## src/logic/pcs_pkg.sv

```systemverilog
/*
  Constants for the instruction address sequencer: widths, stack depth,
  interrupt vectors and the operation codes driven by decode logic.
  Assumes nothing beyond a SystemVerilog compiler.
*/
package pcs_pkg;
  localparam int ADDR_W = 10;
  localparam int STACK_DEPTH = 5;
  localparam int SP_W = 3;
  localparam logic [9:0] RESET_ADDR = 10'h000;
  localparam logic [9:0] VEC_SERIAL = 10'h001;
  localparam logic [9:0] VEC_TIMER = 10'h002;
  localparam logic [9:0] VEC_EXTINT = 10'h003;
  localparam logic [2:0] SP_RESET = 3'h0;
  localparam logic [2:0] SP_TOP = 3'h4;

  // Operation requested by decode for the completing instruction
  typedef enum logic [3:0] {
    PCS_OP_NONE = 4'h0,
    PCS_OP_STEP = 4'h1,
    PCS_OP_BRANCH_DIR = 4'h2,
    PCS_OP_BRANCH_IND = 4'h3,
    PCS_OP_CALL_DIR = 4'h4,
    PCS_OP_CALL_IND = 4'h5,
    PCS_OP_RETURN = 4'h6,
    PCS_OP_RETURN_SKIP = 4'h7,
    PCS_OP_RETURN_INT = 4'h8,
    PCS_OP_TABLE_READ = 4'h9
  } pcs_op_t;

  // Interrupt source selector
  typedef enum logic [1:0] {
    PCS_IRQ_SERIAL = 2'h0,
    PCS_IRQ_TIMER = 2'h1,
    PCS_IRQ_EXTINT = 2'h2
  } pcs_irq_t;
endpackage

```

## src/logic/pcs_sequencer.sv

```systemverilog
/*
  Instruction address sequencer: ten-bit instruction address counter with
  step, branch, call, return, table read and interrupt vectoring, plus the
  pointer of a five-entry return-address stack.
  Assumes decode presents one operation per completed instruction on the
  core clock and keeps nesting within five levels.
*/
// Function
// Instruction address counter is a ten-bit binary counter addressing program memory.
// Counter increments once per completed instruction unless something loads it.
// Reset low clears the counter so execution starts at zero.
// Direct branch loads operand address, nothing saved.
// Indirect branch copies address pointer register bit for bit.
// Direct call pushes next address, then loads operand address.
// Indirect call pushes next address, then loads pointer register value.
// Return stack has five entries, indices 0 to 4, ten bits each.
// Table read drives the pointer register value onto the counter.
// Accepted interrupt loads the vector of its source.
// All three returns reload the counter from the top stack entry.
// Accepted interrupt saves the counter plus one onto the stack in the same cycle as it vectors.
// Vectors: serial 1, timer 2, external 3, reset 0.
// Table read borrows one stack entry, fetches to data buffer, restores.
// Pushed value is the address that would execute next.
// Push advances stack pointer, return retreats it; overflow unguarded.
`timescale 1ns/100ps
module pcs_sequencer (
  input wire logic CORE_CLK,
  input wire logic NRST,
  input wire logic CLK_EN,
  input wire logic INSTR_DONE,
  input wire pcs_pkg::pcs_op_t OP,
  input wire logic [9:0] OPERAND_ADDR,
  input wire logic [9:0] ADDRESS_POINTER_REG,
  input wire logic IRQ_ACCEPT,
  input wire pcs_pkg::pcs_irq_t IRQ_SRC,
  input wire logic [15:0] PROG_DATA,
  output logic [9:0] INSTR_ADDRESS_COUNTER,
  output logic [15:0] DATA_BUFFER_REG,
  output logic DATA_BUFFER_VALID,
  output logic BUSY,
  output logic [2:0] STACK_PTR
);
  // ****************************************
  // Reset release
  // ****************************************
  logic rst_s1_q;
  logic rst_n;
  always_ff @(posedge CORE_CLK or negedge NRST) begin
    if (!NRST) begin
      rst_s1_q <= 1'b0;
      rst_n <= 1'b0;
    end else begin
      rst_s1_q <= 1'b1;
      rst_n <= rst_s1_q;
    end
  end

  function automatic logic [9:0] vector_of(input pcs_pkg::pcs_irq_t src);
    case (src)
      pcs_pkg::PCS_IRQ_SERIAL: vector_of = pcs_pkg::VEC_SERIAL;
      pcs_pkg::PCS_IRQ_TIMER: vector_of = pcs_pkg::VEC_TIMER;
      pcs_pkg::PCS_IRQ_EXTINT: vector_of = pcs_pkg::VEC_EXTINT;
      default: vector_of = pcs_pkg::VEC_EXTINT;
    endcase
  endfunction

  // ****************************************
  // Sequencer state
  // ****************************************
  // Table read: RUN -> FETCH (address on counter) -> CAPTURE (data buffer) -> RESTORE (stack word back)
  typedef enum logic [1:0] {ST_RUN, ST_FETCH, ST_CAPTURE, ST_RESTORE} pcs_state_t;
  pcs_state_t state_q, state_d;
  logic [9:0] pc_q, pc_d;
  logic [2:0] sp_q, sp_d;
  logic [15:0] dbf_q, dbf_d;
  logic dbv_q, dbv_d;
  logic busy_q, busy_d;
  logic push;
  logic [9:0] push_data;
  logic [2:0] rd_idx;
  logic [9:0] stack_rd;
  logic [9:0] pc_next;

  assign pc_next = pc_q + 10'h001;
  // Read index follows the next pointer, so back to back returns see the new top
  assign rd_idx = sp_d - 3'h1;

  always_comb begin
    state_d = state_q;
    pc_d = pc_q;
    sp_d = sp_q;
    dbf_d = dbf_q;
    dbv_d = 1'b0;
    push = 1'b0;
    push_data = pc_next;
    case (state_q)
      ST_RUN: begin
        if (INSTR_DONE && IRQ_ACCEPT) begin
          // Interrupt takes over; the completed instruction's successor resumes
          push = 1'b1;
          sp_d = sp_q + 3'h1;
          pc_d = vector_of(IRQ_SRC);
        end else if (INSTR_DONE) begin
          case (OP)
            pcs_pkg::PCS_OP_BRANCH_DIR: pc_d = OPERAND_ADDR;
            pcs_pkg::PCS_OP_BRANCH_IND: pc_d = ADDRESS_POINTER_REG;
            pcs_pkg::PCS_OP_CALL_DIR: begin
              push = 1'b1;
              sp_d = sp_q + 3'h1;
              pc_d = OPERAND_ADDR;
            end
            pcs_pkg::PCS_OP_CALL_IND: begin
              push = 1'b1;
              sp_d = sp_q + 3'h1;
              pc_d = ADDRESS_POINTER_REG;
            end
            pcs_pkg::PCS_OP_RETURN, pcs_pkg::PCS_OP_RETURN_SKIP, pcs_pkg::PCS_OP_RETURN_INT: begin
              pc_d = stack_rd;
              sp_d = sp_q - 3'h1;
            end
            pcs_pkg::PCS_OP_TABLE_READ: begin
              push = 1'b1;
              sp_d = sp_q + 3'h1;
              pc_d = ADDRESS_POINTER_REG;
              state_d = ST_FETCH;
            end
            default: pc_d = pc_next;
          endcase
        end
      end
      ST_FETCH: begin
        // Program memory answers one cycle after the address is shown
        state_d = ST_CAPTURE;
      end
      ST_CAPTURE: begin
        dbf_d = PROG_DATA;
        dbv_d = 1'b1;
        state_d = ST_RESTORE;
      end
      ST_RESTORE: begin
        pc_d = stack_rd;
        sp_d = sp_q - 3'h1;
        state_d = ST_RUN;
      end
      default: state_d = ST_RUN;
    endcase
    // Registered so the busy output comes straight from a flop
    busy_d = (state_d != ST_RUN);
  end

  always_ff @(posedge CORE_CLK or negedge rst_n) begin
    if (!rst_n) begin
      state_q <= ST_RUN;
      pc_q <= pcs_pkg::RESET_ADDR;
      sp_q <= pcs_pkg::SP_RESET;
      dbf_q <= 16'h0000;
      dbv_q <= 1'b0;
      busy_q <= 1'b0;
    end else if (CLK_EN) begin
      state_q <= state_d;
      pc_q <= pc_d;
      sp_q <= sp_d;
      dbf_q <= dbf_d;
      dbv_q <= dbv_d;
      busy_q <= busy_d;
    end
  end

  pcs_stack u_stack (
    .clk(CORE_CLK),
    .rst_n(rst_n),
    .en(CLK_EN),
    .wr_en(push),
    .wr_idx(sp_q),
    .wr_data(push_data),
    .rd_idx(rd_idx),
    .rd_data_q(stack_rd)
  );

  // Registered read lags one cycle: returns must not follow a push back to back
  assign INSTR_ADDRESS_COUNTER = pc_q;
  assign DATA_BUFFER_REG = dbf_q;
  assign DATA_BUFFER_VALID = dbv_q;
  assign BUSY = busy_q;
  assign STACK_PTR = sp_q;
endmodule // pcs_sequencer

```

## src/logic/pcs_stack.sv

```systemverilog
/*
  Return-address stack storage: five words of ten bits, one write port and
  one registered read port.
  Assumes the caller keeps the index in range and handles pointer updates.
*/
`timescale 1ns/100ps
module pcs_stack (
  input wire logic clk,
  input wire logic rst_n,
  input wire logic en,
  input wire logic wr_en,
  input wire logic [2:0] wr_idx,
  input wire logic [9:0] wr_data,
  input wire logic [2:0] rd_idx,
  output logic [9:0] rd_data_q
);
  logic [9:0] mem_q [pcs_pkg::STACK_DEPTH];
  logic [9:0] rd_data_d;

  always_comb begin
    rd_data_d = rd_data_q;
    if (en) begin
      rd_data_d = (rd_idx <= pcs_pkg::SP_TOP) ? mem_q[rd_idx] : pcs_pkg::RESET_ADDR;
    end
  end

  always_ff @(posedge clk or negedge rst_n) begin
    if (!rst_n) begin
      rd_data_q <= 10'h000;
      for (int i = 0; i < pcs_pkg::STACK_DEPTH; i++) begin
        mem_q[i] <= 10'h000;
      end
    end else begin
      rd_data_q <= rd_data_d;
      if (en && wr_en && wr_idx <= pcs_pkg::SP_TOP) begin
        mem_q[wr_idx] <= wr_data;
      end
    end
  end
endmodule // pcs_stack

```

## config.mk

```make
export PLATFORM = sky130hd
export DESIGN_NAME = pcs_sequencer
export DESIGN_NICKNAME = d
export VERILOG_FILES = /design/src/logic/pcs_pkg.sv /design/src/logic/pcs_sequencer.sv /design/src/logic/pcs_stack.sv
export SDC_FILE = /design/constraint.sdc
export NUM_CORES = 1
export LEC_CHECK = 0
export ABC_AREA = 1
export BUFFER_PORTS_ARGS = -buffer_cell sky130_fd_sc_hd__buf_2
export CORE_ASPECT_RATIO = 0.9
export CORE_MARGIN = 5
export CORE_UTILIZATION = 51
export DETAILED_ROUTE_END_ITERATION = 10
export PLACE_DENSITY = 0.76
export SLEW_MARGIN = 20
export SYNTH_ARGS = -nofsm -noshare
export SYNTH_HDL_FRONTEND = slang
export SYNTH_SLANG_ARGS = --single-unit
```

## constraint.sdc

```tcl
create_clock -name CORE_CLK -period 2.7 [get_ports CORE_CLK]
set_clock_uncertainty 0.1 [all_clocks]
set_input_delay 0.54 -clock CORE_CLK [delete_from_list [all_inputs] [get_ports CORE_CLK]]
set_output_delay 0.54 -clock CORE_CLK [all_outputs]
set_load 0.005 [all_outputs]
```

-- Word-level counts from Yosys, hierarchy flattened
Cells that the tools add are included.
- flip-flop bits (word level): 95
- output and inout port bits: 31
- logic and storage cells: 77
- $add $sub $neg: 4
- magnitude comparators: 5
- equal/unequal tests: 13
- muxes and demuxes: 25
- bitwise operators: 2
- reductions and logical operators: 14
- operator list (operator ; count):
    10-bit two-way mux ; 6
    50-bit bitwise mux ; 1
    10-bit binary-select mux with 3-bit select ; 1
    10-bit demux with 3-bit select ; 1
    10-bit case mux with 3 select lines ; 1
    10-bit case mux with 2 select lines ; 1
    4-bit by 3-bit equality test with 1-bit output, second input constant ; 4
    3-bit case mux with 2 select lines ; 2
    10-bit by 1-bit adder with 10-bit output, second input constant ; 1
    3-bit OR reduction ; 3
    4-bit by 2-bit equality test with 1-bit output, second input constant ; 2
    4-bit equality test, second input constant ; 2
    4-bit >= comparator, second input constant ; 2
    3-bit NOT with 4-bit output ; 2
    2-bit case mux with 4 select lines ; 1
    3-bit less-or-equal comparator, second input constant ; 2
    2-bit two-way mux ; 3
    3-bit two-way mux ; 2
    3-bit by 1-bit subtractor with 3-bit output, second input constant ; 2
    1-bit two-way mux ; 5
    2-bit by 1-bit equality test with 1-bit output, second input constant ; 2
    2-bit equality test, second input constant ; 2
    1-bit logical AND ; 4
    2-bit logical NOT ; 2
    other kinds (8) ; 9

-- Longest topological paths before layout
- word-level depth: 12
- mapped depth: 20

-- Modules after synthesis
From an unflattened synthesis, not the netlist that was laid out.
- cell total of the unflattened synthesis: 643
- area total of the unflattened synthesis: 5011.1 um2
- modules (own cells, without submodules) (module ; instances ; cells an instance ; area each (um2)):
    pcs_stack ; 1 ; 336 ; 2667.6
    pcs_sequencer ; 1 ; 307 ; 2343.5

-- Worst setup path before layout
No wires, ideal clock.
- path kind: input to register
- from: input OP[3]
- to: register u_stack.rd_data_q[9]
- library setup time: 0.117 ns
- data arrival time: 2.261 ns
- required time: 2.483 ns
- slack: 0.222 ns
- stages: 19
- path through: inv_1 -> nand2_1 -> nand2_1 -> nand2_1 -> nand2_1 -> nand2_2 -> nand3_2 -> nand2_1 -> nand3_1 -> nand2_2 -> nand2_4 -> buf_6 -> ha_1 -> clkbuf_1 -> nand3_1 -> nand2_1 -> nand2_1 -> nand3_1 -> nand2_1
- word-level cells in the longest chain between the ends: 12
- elaborated cells on any way between the ends: 19
- ends and longest elaborated chain (element ; line ; RTL):
    start, declared ; pcs_sequencer.sv:31 ; input wire pcs_pkg::pcs_op_t OP,
    4-bit equality test or 4-bit by 3-bit equality test with 1-bit output (tied branches) ; pcs_sequencer.sv:104 ; case (OP)
    3-bit OR reduction, on equally long branches ; -- ;
    3-bit case mux with 2 select lines (*) ; pcs_sequencer.sv:104 ;
    3-bit two-way mux (*) ; pcs_sequencer.sv:103 ; end else if (INSTR_DONE) begin
    3-bit two-way mux (*) ; pcs_sequencer.sv:98 ; if (INSTR_DONE && IRQ_ACCEPT) begin
    3-bit case mux with 2 select lines (*) ; pcs_sequencer.sv:96 ; case (state_q)
    3-bit by 1-bit subtractor with 3-bit output (*) ; pcs_sequencer.sv:86 ; assign rd_idx = sp_d - 3'h1;
    3-bit NOT with 4-bit output (not written as such) ; pcs_stack.sv:23 ; rd_data_d = (rd_idx <= pcs_pkg::SP_TOP) ? mem_q[rd_idx] : pcs_pkg::RESET_ADDR;
    10-bit binary-select mux with 3-bit select ; pcs_stack.sv:23 ;
    10-bit two-way mux (not written as such) (2 in a row) ; pcs_stack.sv:23 ;
    10-bit two-way mux (*) ; pcs_stack.sv:23 ;
    end signal, assigned ; pcs_stack.sv:34 ; rd_data_q <= rd_data_d;
    end, declared ; pcs_stack.sv:15 ; output logic [9:0] rd_data_q
Every way passes the cells marked *; elsewhere a longest branch is shown, timed or not. The select of a mux whose other input is x is not followed.
A chain may end at the register's enable or synchronous reset.

-- Worst setup path in the final report
- from: register sp_q[1], in the netlist STACK_PTR[1]
- to: register u_stack.rd_data_q[9]
- word-level cells in the longest chain between the ends: 11
- elaborated cells on any way between the ends: 13
- ends and longest elaborated chain (element ; line ; RTL):
    start, declared ; pcs_sequencer.sv:74 ; logic [2:0] sp_q, sp_d;
    start signal, assigned ; pcs_sequencer.sv:155 ; sp_q <= pcs_pkg::SP_RESET;
    start signal, assigned ; pcs_sequencer.sv:162 ; sp_q <= sp_d;
    3-bit by 1-bit adder with 3-bit output or 3-bit by 1-bit subtractor with 3-bit output (tied branches) ; -- ;
    3-bit case mux with 2 select lines ; pcs_sequencer.sv:104 ;
    3-bit two-way mux ; pcs_sequencer.sv:103 ;
    3-bit two-way mux ; pcs_sequencer.sv:98 ;
    3-bit case mux with 2 select lines (*) ; pcs_sequencer.sv:96 ;
    3-bit by 1-bit subtractor with 3-bit output (*) ; pcs_sequencer.sv:86 ;
    3-bit NOT with 4-bit output (not written as such) ; pcs_stack.sv:23 ;
    10-bit binary-select mux with 3-bit select ; pcs_stack.sv:23 ;
    10-bit two-way mux (not written as such) (2 in a row) ; pcs_stack.sv:23 ;
    10-bit two-way mux (*) ; pcs_stack.sv:23 ;
Marked as above.

==> results.py <==
metrics = {
    "status": {
        "status": "complete, no violations",
    },
    "sta": {
        "hold_violations": 0,
        "relSlewSlack": 0.5147,
        "fin_crit_sh": 0.9171,
        "drv_slew": 0,
        "setup_viol": 0,
        "worst_pin_slew_ns": 0.7261,
        "setup_ws_ns": 0.2238,
        "finalSetupTns_ns": 0,
        "fin_crit_ns": 2.476,
        "clock.fmax_mhz": 403.8,
        "rsz0062_at_grt": "false",
        "holdWs_ns": 0.2744,
    },
    "logic_synthesis": {
        "synthTopCellsByArea": "dfrtp_1 49%, nand2_1 16%, nand3_1 8.7%",
        "ys_warn_count": 0,
        "synth.distinct_cells": 29,
        "syn-cell-area_mm2": 0.004896,
        "ys_seq_area_frac": 0.4856,
        "yosysTopAreaCell": "dfrtp_1",
        "synth.avg_cell_area_um2": 8.026,
        "syn_inst": 610,
        "synth_top_area_frac": 0.4856,
        "synth_nets": 666,
        "synth-seq-cells": 95,
    },
    "final_layout": {
        "fin_nets": 747,
        "multi_input_area_mm2": 0.002265,
        "drive_above_1_share": 0.2055,
        "final_cell_mix": "205 x nand2_1, 94 x dfrtp_1, 85 x nand3_1",
        "regArea_mm2": 0.002381,
        "final_common_cell": "nand2_1",
        "n_fill_cell": 905,
        "num_antenna_cells": 0,
        "area.growth.synth_to_final_pct": 16.69,
    },
    "routing": {
        "wl_met2_um": 6526,
        "drt_iter0_markers": 332,
        "wl_met1_um": 5300,
        "vias": 4533,
        "wl_met3_um": 687,
        "highest-signal-layer": "met4",
        "post_drt_wl_per_cell_um": 15.40,
        "via_per_inst": 5.515,
        "wl_um": 12660,
        "ant_nets": 0,
        "drc_errors": 0,
        "drtPass1Iterations": 6,
    },
    "clock_tree": {
        "cts_sinks": 95,
        "cts_setup_buffers": 0,
        "clk_latency_ns": 0.37,
        "cts-root-buf": "clkbuf_8",
        "cts_tree": "done",
        "numCtsBuffers": 9,
        "clockBufferDepth": 2,
        "clk_pin_slew_ns": 0.10,
        "htree_levels": 3,
    },
    "power": {
        "report.power.total_uw": 8289,
        "cellPowerDensity_mw_per_mm2": 1451,
        "leakage_uw": 0.002824,
        "peakVddDrop_mv": 0.8934,
    },
    "place": {
        "gp_congestion": 0.9424,
        "place_ws_ns": -0.09296,
        "dp_hpwl_um": 9184,
        "numPortBuffers": 77,
    },
    "floorplanning": {
        "die_y_um": 103.0,
        "die_area_mm2": 0.01166,
        "rows": 34,
        "start_util": 0.5138,
        "io_pins": 78,
        "core_mm2": 0.009529,
        "die-width_um": 113.3,
    },
    "setup_path": {
        "crit_fanout": 20,
        "cp-start-kind": "register",
        "critPathRequiredTime_ns": 2.86,
        "end_kind": "register",
        "worstPathArrival_ns": 2.63,
        "worstSetupPathType": "reg2reg",
    },
    "job": {
        "cap_violations": 0,
    },
    "hold_path": {
        "hold_class": "reg2reg",
    },
    "global_routing": {
        "grt-ovfl-total": 0,
        "grt_pass1_vias": 4411,
        "grt_use_total": 0.2248,
        "grt_max_degree": 53,
        "antenna_found_initial": 0,
        "grt_pass1_wl_um": 21110,
    },
}
==> flip-flops by register name, indices dropped and copies added (netlist names), 2 cells and up <==
register and cells:
u_stack.mem_q 50, DATA_BUFFER_REG 16, INSTR_ADDRESS_COUNTER 10, u_stack.rd_data_q 10
STACK_PTR 3, state_q 2
==> cells by family after synthesis <==
group,count (synthesis),synth area share
compound gates,79,0.08664
xor+xnor,9,0.01610
fa+ha+maj,9,0.02300
buf+inv,63,0.05443
flops,95,0.4856
mux,16,0.03680
other cells,1,0.0007659
simple gates,338,0.2967
==> power by group <==
group          internal, uW  switching (uW)
clock network           447             543
logic                  1800            3030
registers              2020             450
total                  4270            4020
==> layer usage <==
| metal | vias up | track usage |
|---|---|---|
| li1 | 2173 | - |
| met1 | 2190 | 0.2828 |
| met2 | 153 | 0.4012 |
| met3 | 17 | 0.04284 |
| met4 | 0 | 0.06007 |
| met5 | - | 0 |
==> critical path, stage by stage (launching register included) <==
cell and delay [ns]:
dfrtp_1 0.44, inv_2 0.09, ha_1 0.29, inv_1 0.09
nand4_1 0.11, o211ai_1 0.10, nand2_1 0.07, nand2_1 0.06
nand2_1 0.12, ha_4 0.35, buf_8 0.19, nand3_1 0.09
nand2_1 0.08, nand2_1 0.06, nand3_1 0.07, nand2_1 0.05
==> worst paths after layout <==
kind / end / startpoint / slack, ns / cells past startpoint
setup reg to reg: u_stack.rd_data_q[9] / STACK_PTR[1] / 0.22 / 15
hold / removal: rst_n / rst_s1_q / 0.27 / 0
max in group asynchronous: u_stack.mem_q[27] / rst_n / 1.56 / 1
hold reg to reg: rst_n / rst_s1_q / 0.27 / 0
setup / recovery: u_stack.rd_data_q[9] / STACK_PTR[1] / 0.22 / 15
min in group asynchronous: DATA_BUFFER_REG[9] / rst_n / 0.29 / 0
==> cell type report <==
type | instances | share of cell area
clock inverters | 6 | 0.01358
inverters | 34 | 0.02300
well taps | 126 | 0.02760
flip-flops and latches | 95 | 0.4168
clock buffers | 10 | 0.02234
repair buffers | 98 | 0.09899
repair inverters | 1 | 0.001314
multi-input cells | 452 | 0.3964
==> synth_stat cells <==
master	n
nand3_1	85
nand2_2	5
nor2_1	23
xnor2_1	1
ha_1	9
a31oi_1	8
nand2_4	2
buf_4	3
clkbuf_1	21
mux2_2	16
inv_2	2
a21oi_1	4
o22ai_1	1
buf_2	3
nor3_1	1
o21ai_0	60
buf_6	2
clkinv_1	3
nand3b_1	2
o211ai_1	4
nand3_2	1
dfrtp_1	95
o21bai_1	1
inv_1	29
nand4_1	14
o32a_1	1
nand2_1	205
xor2_1	8
conb_1	1
==> stage by stage <==
step           cells  instance area [um2]  utilization
6_report         822                 5713       0.5995
5_1_grt          822                 5713       0.5995
4_1_cts          821                 5682       0.5962
3_5_place_dp     804                 5466       0.5737
3_3_place_gp     804                 5466       0.5737
2_1_floorplan    610                 4897            -
==> what timing repair did <==
| action | in CTS | in global routing |
|---|---|---|
| hold endpoints to repair | 2 | 0 |
| hold buffers | 1 | 0 |
| setup endpoints to repair | 0 | 10 |
| resized for setup | 0 | 7 |
Power figures use the tool's default switching activity.
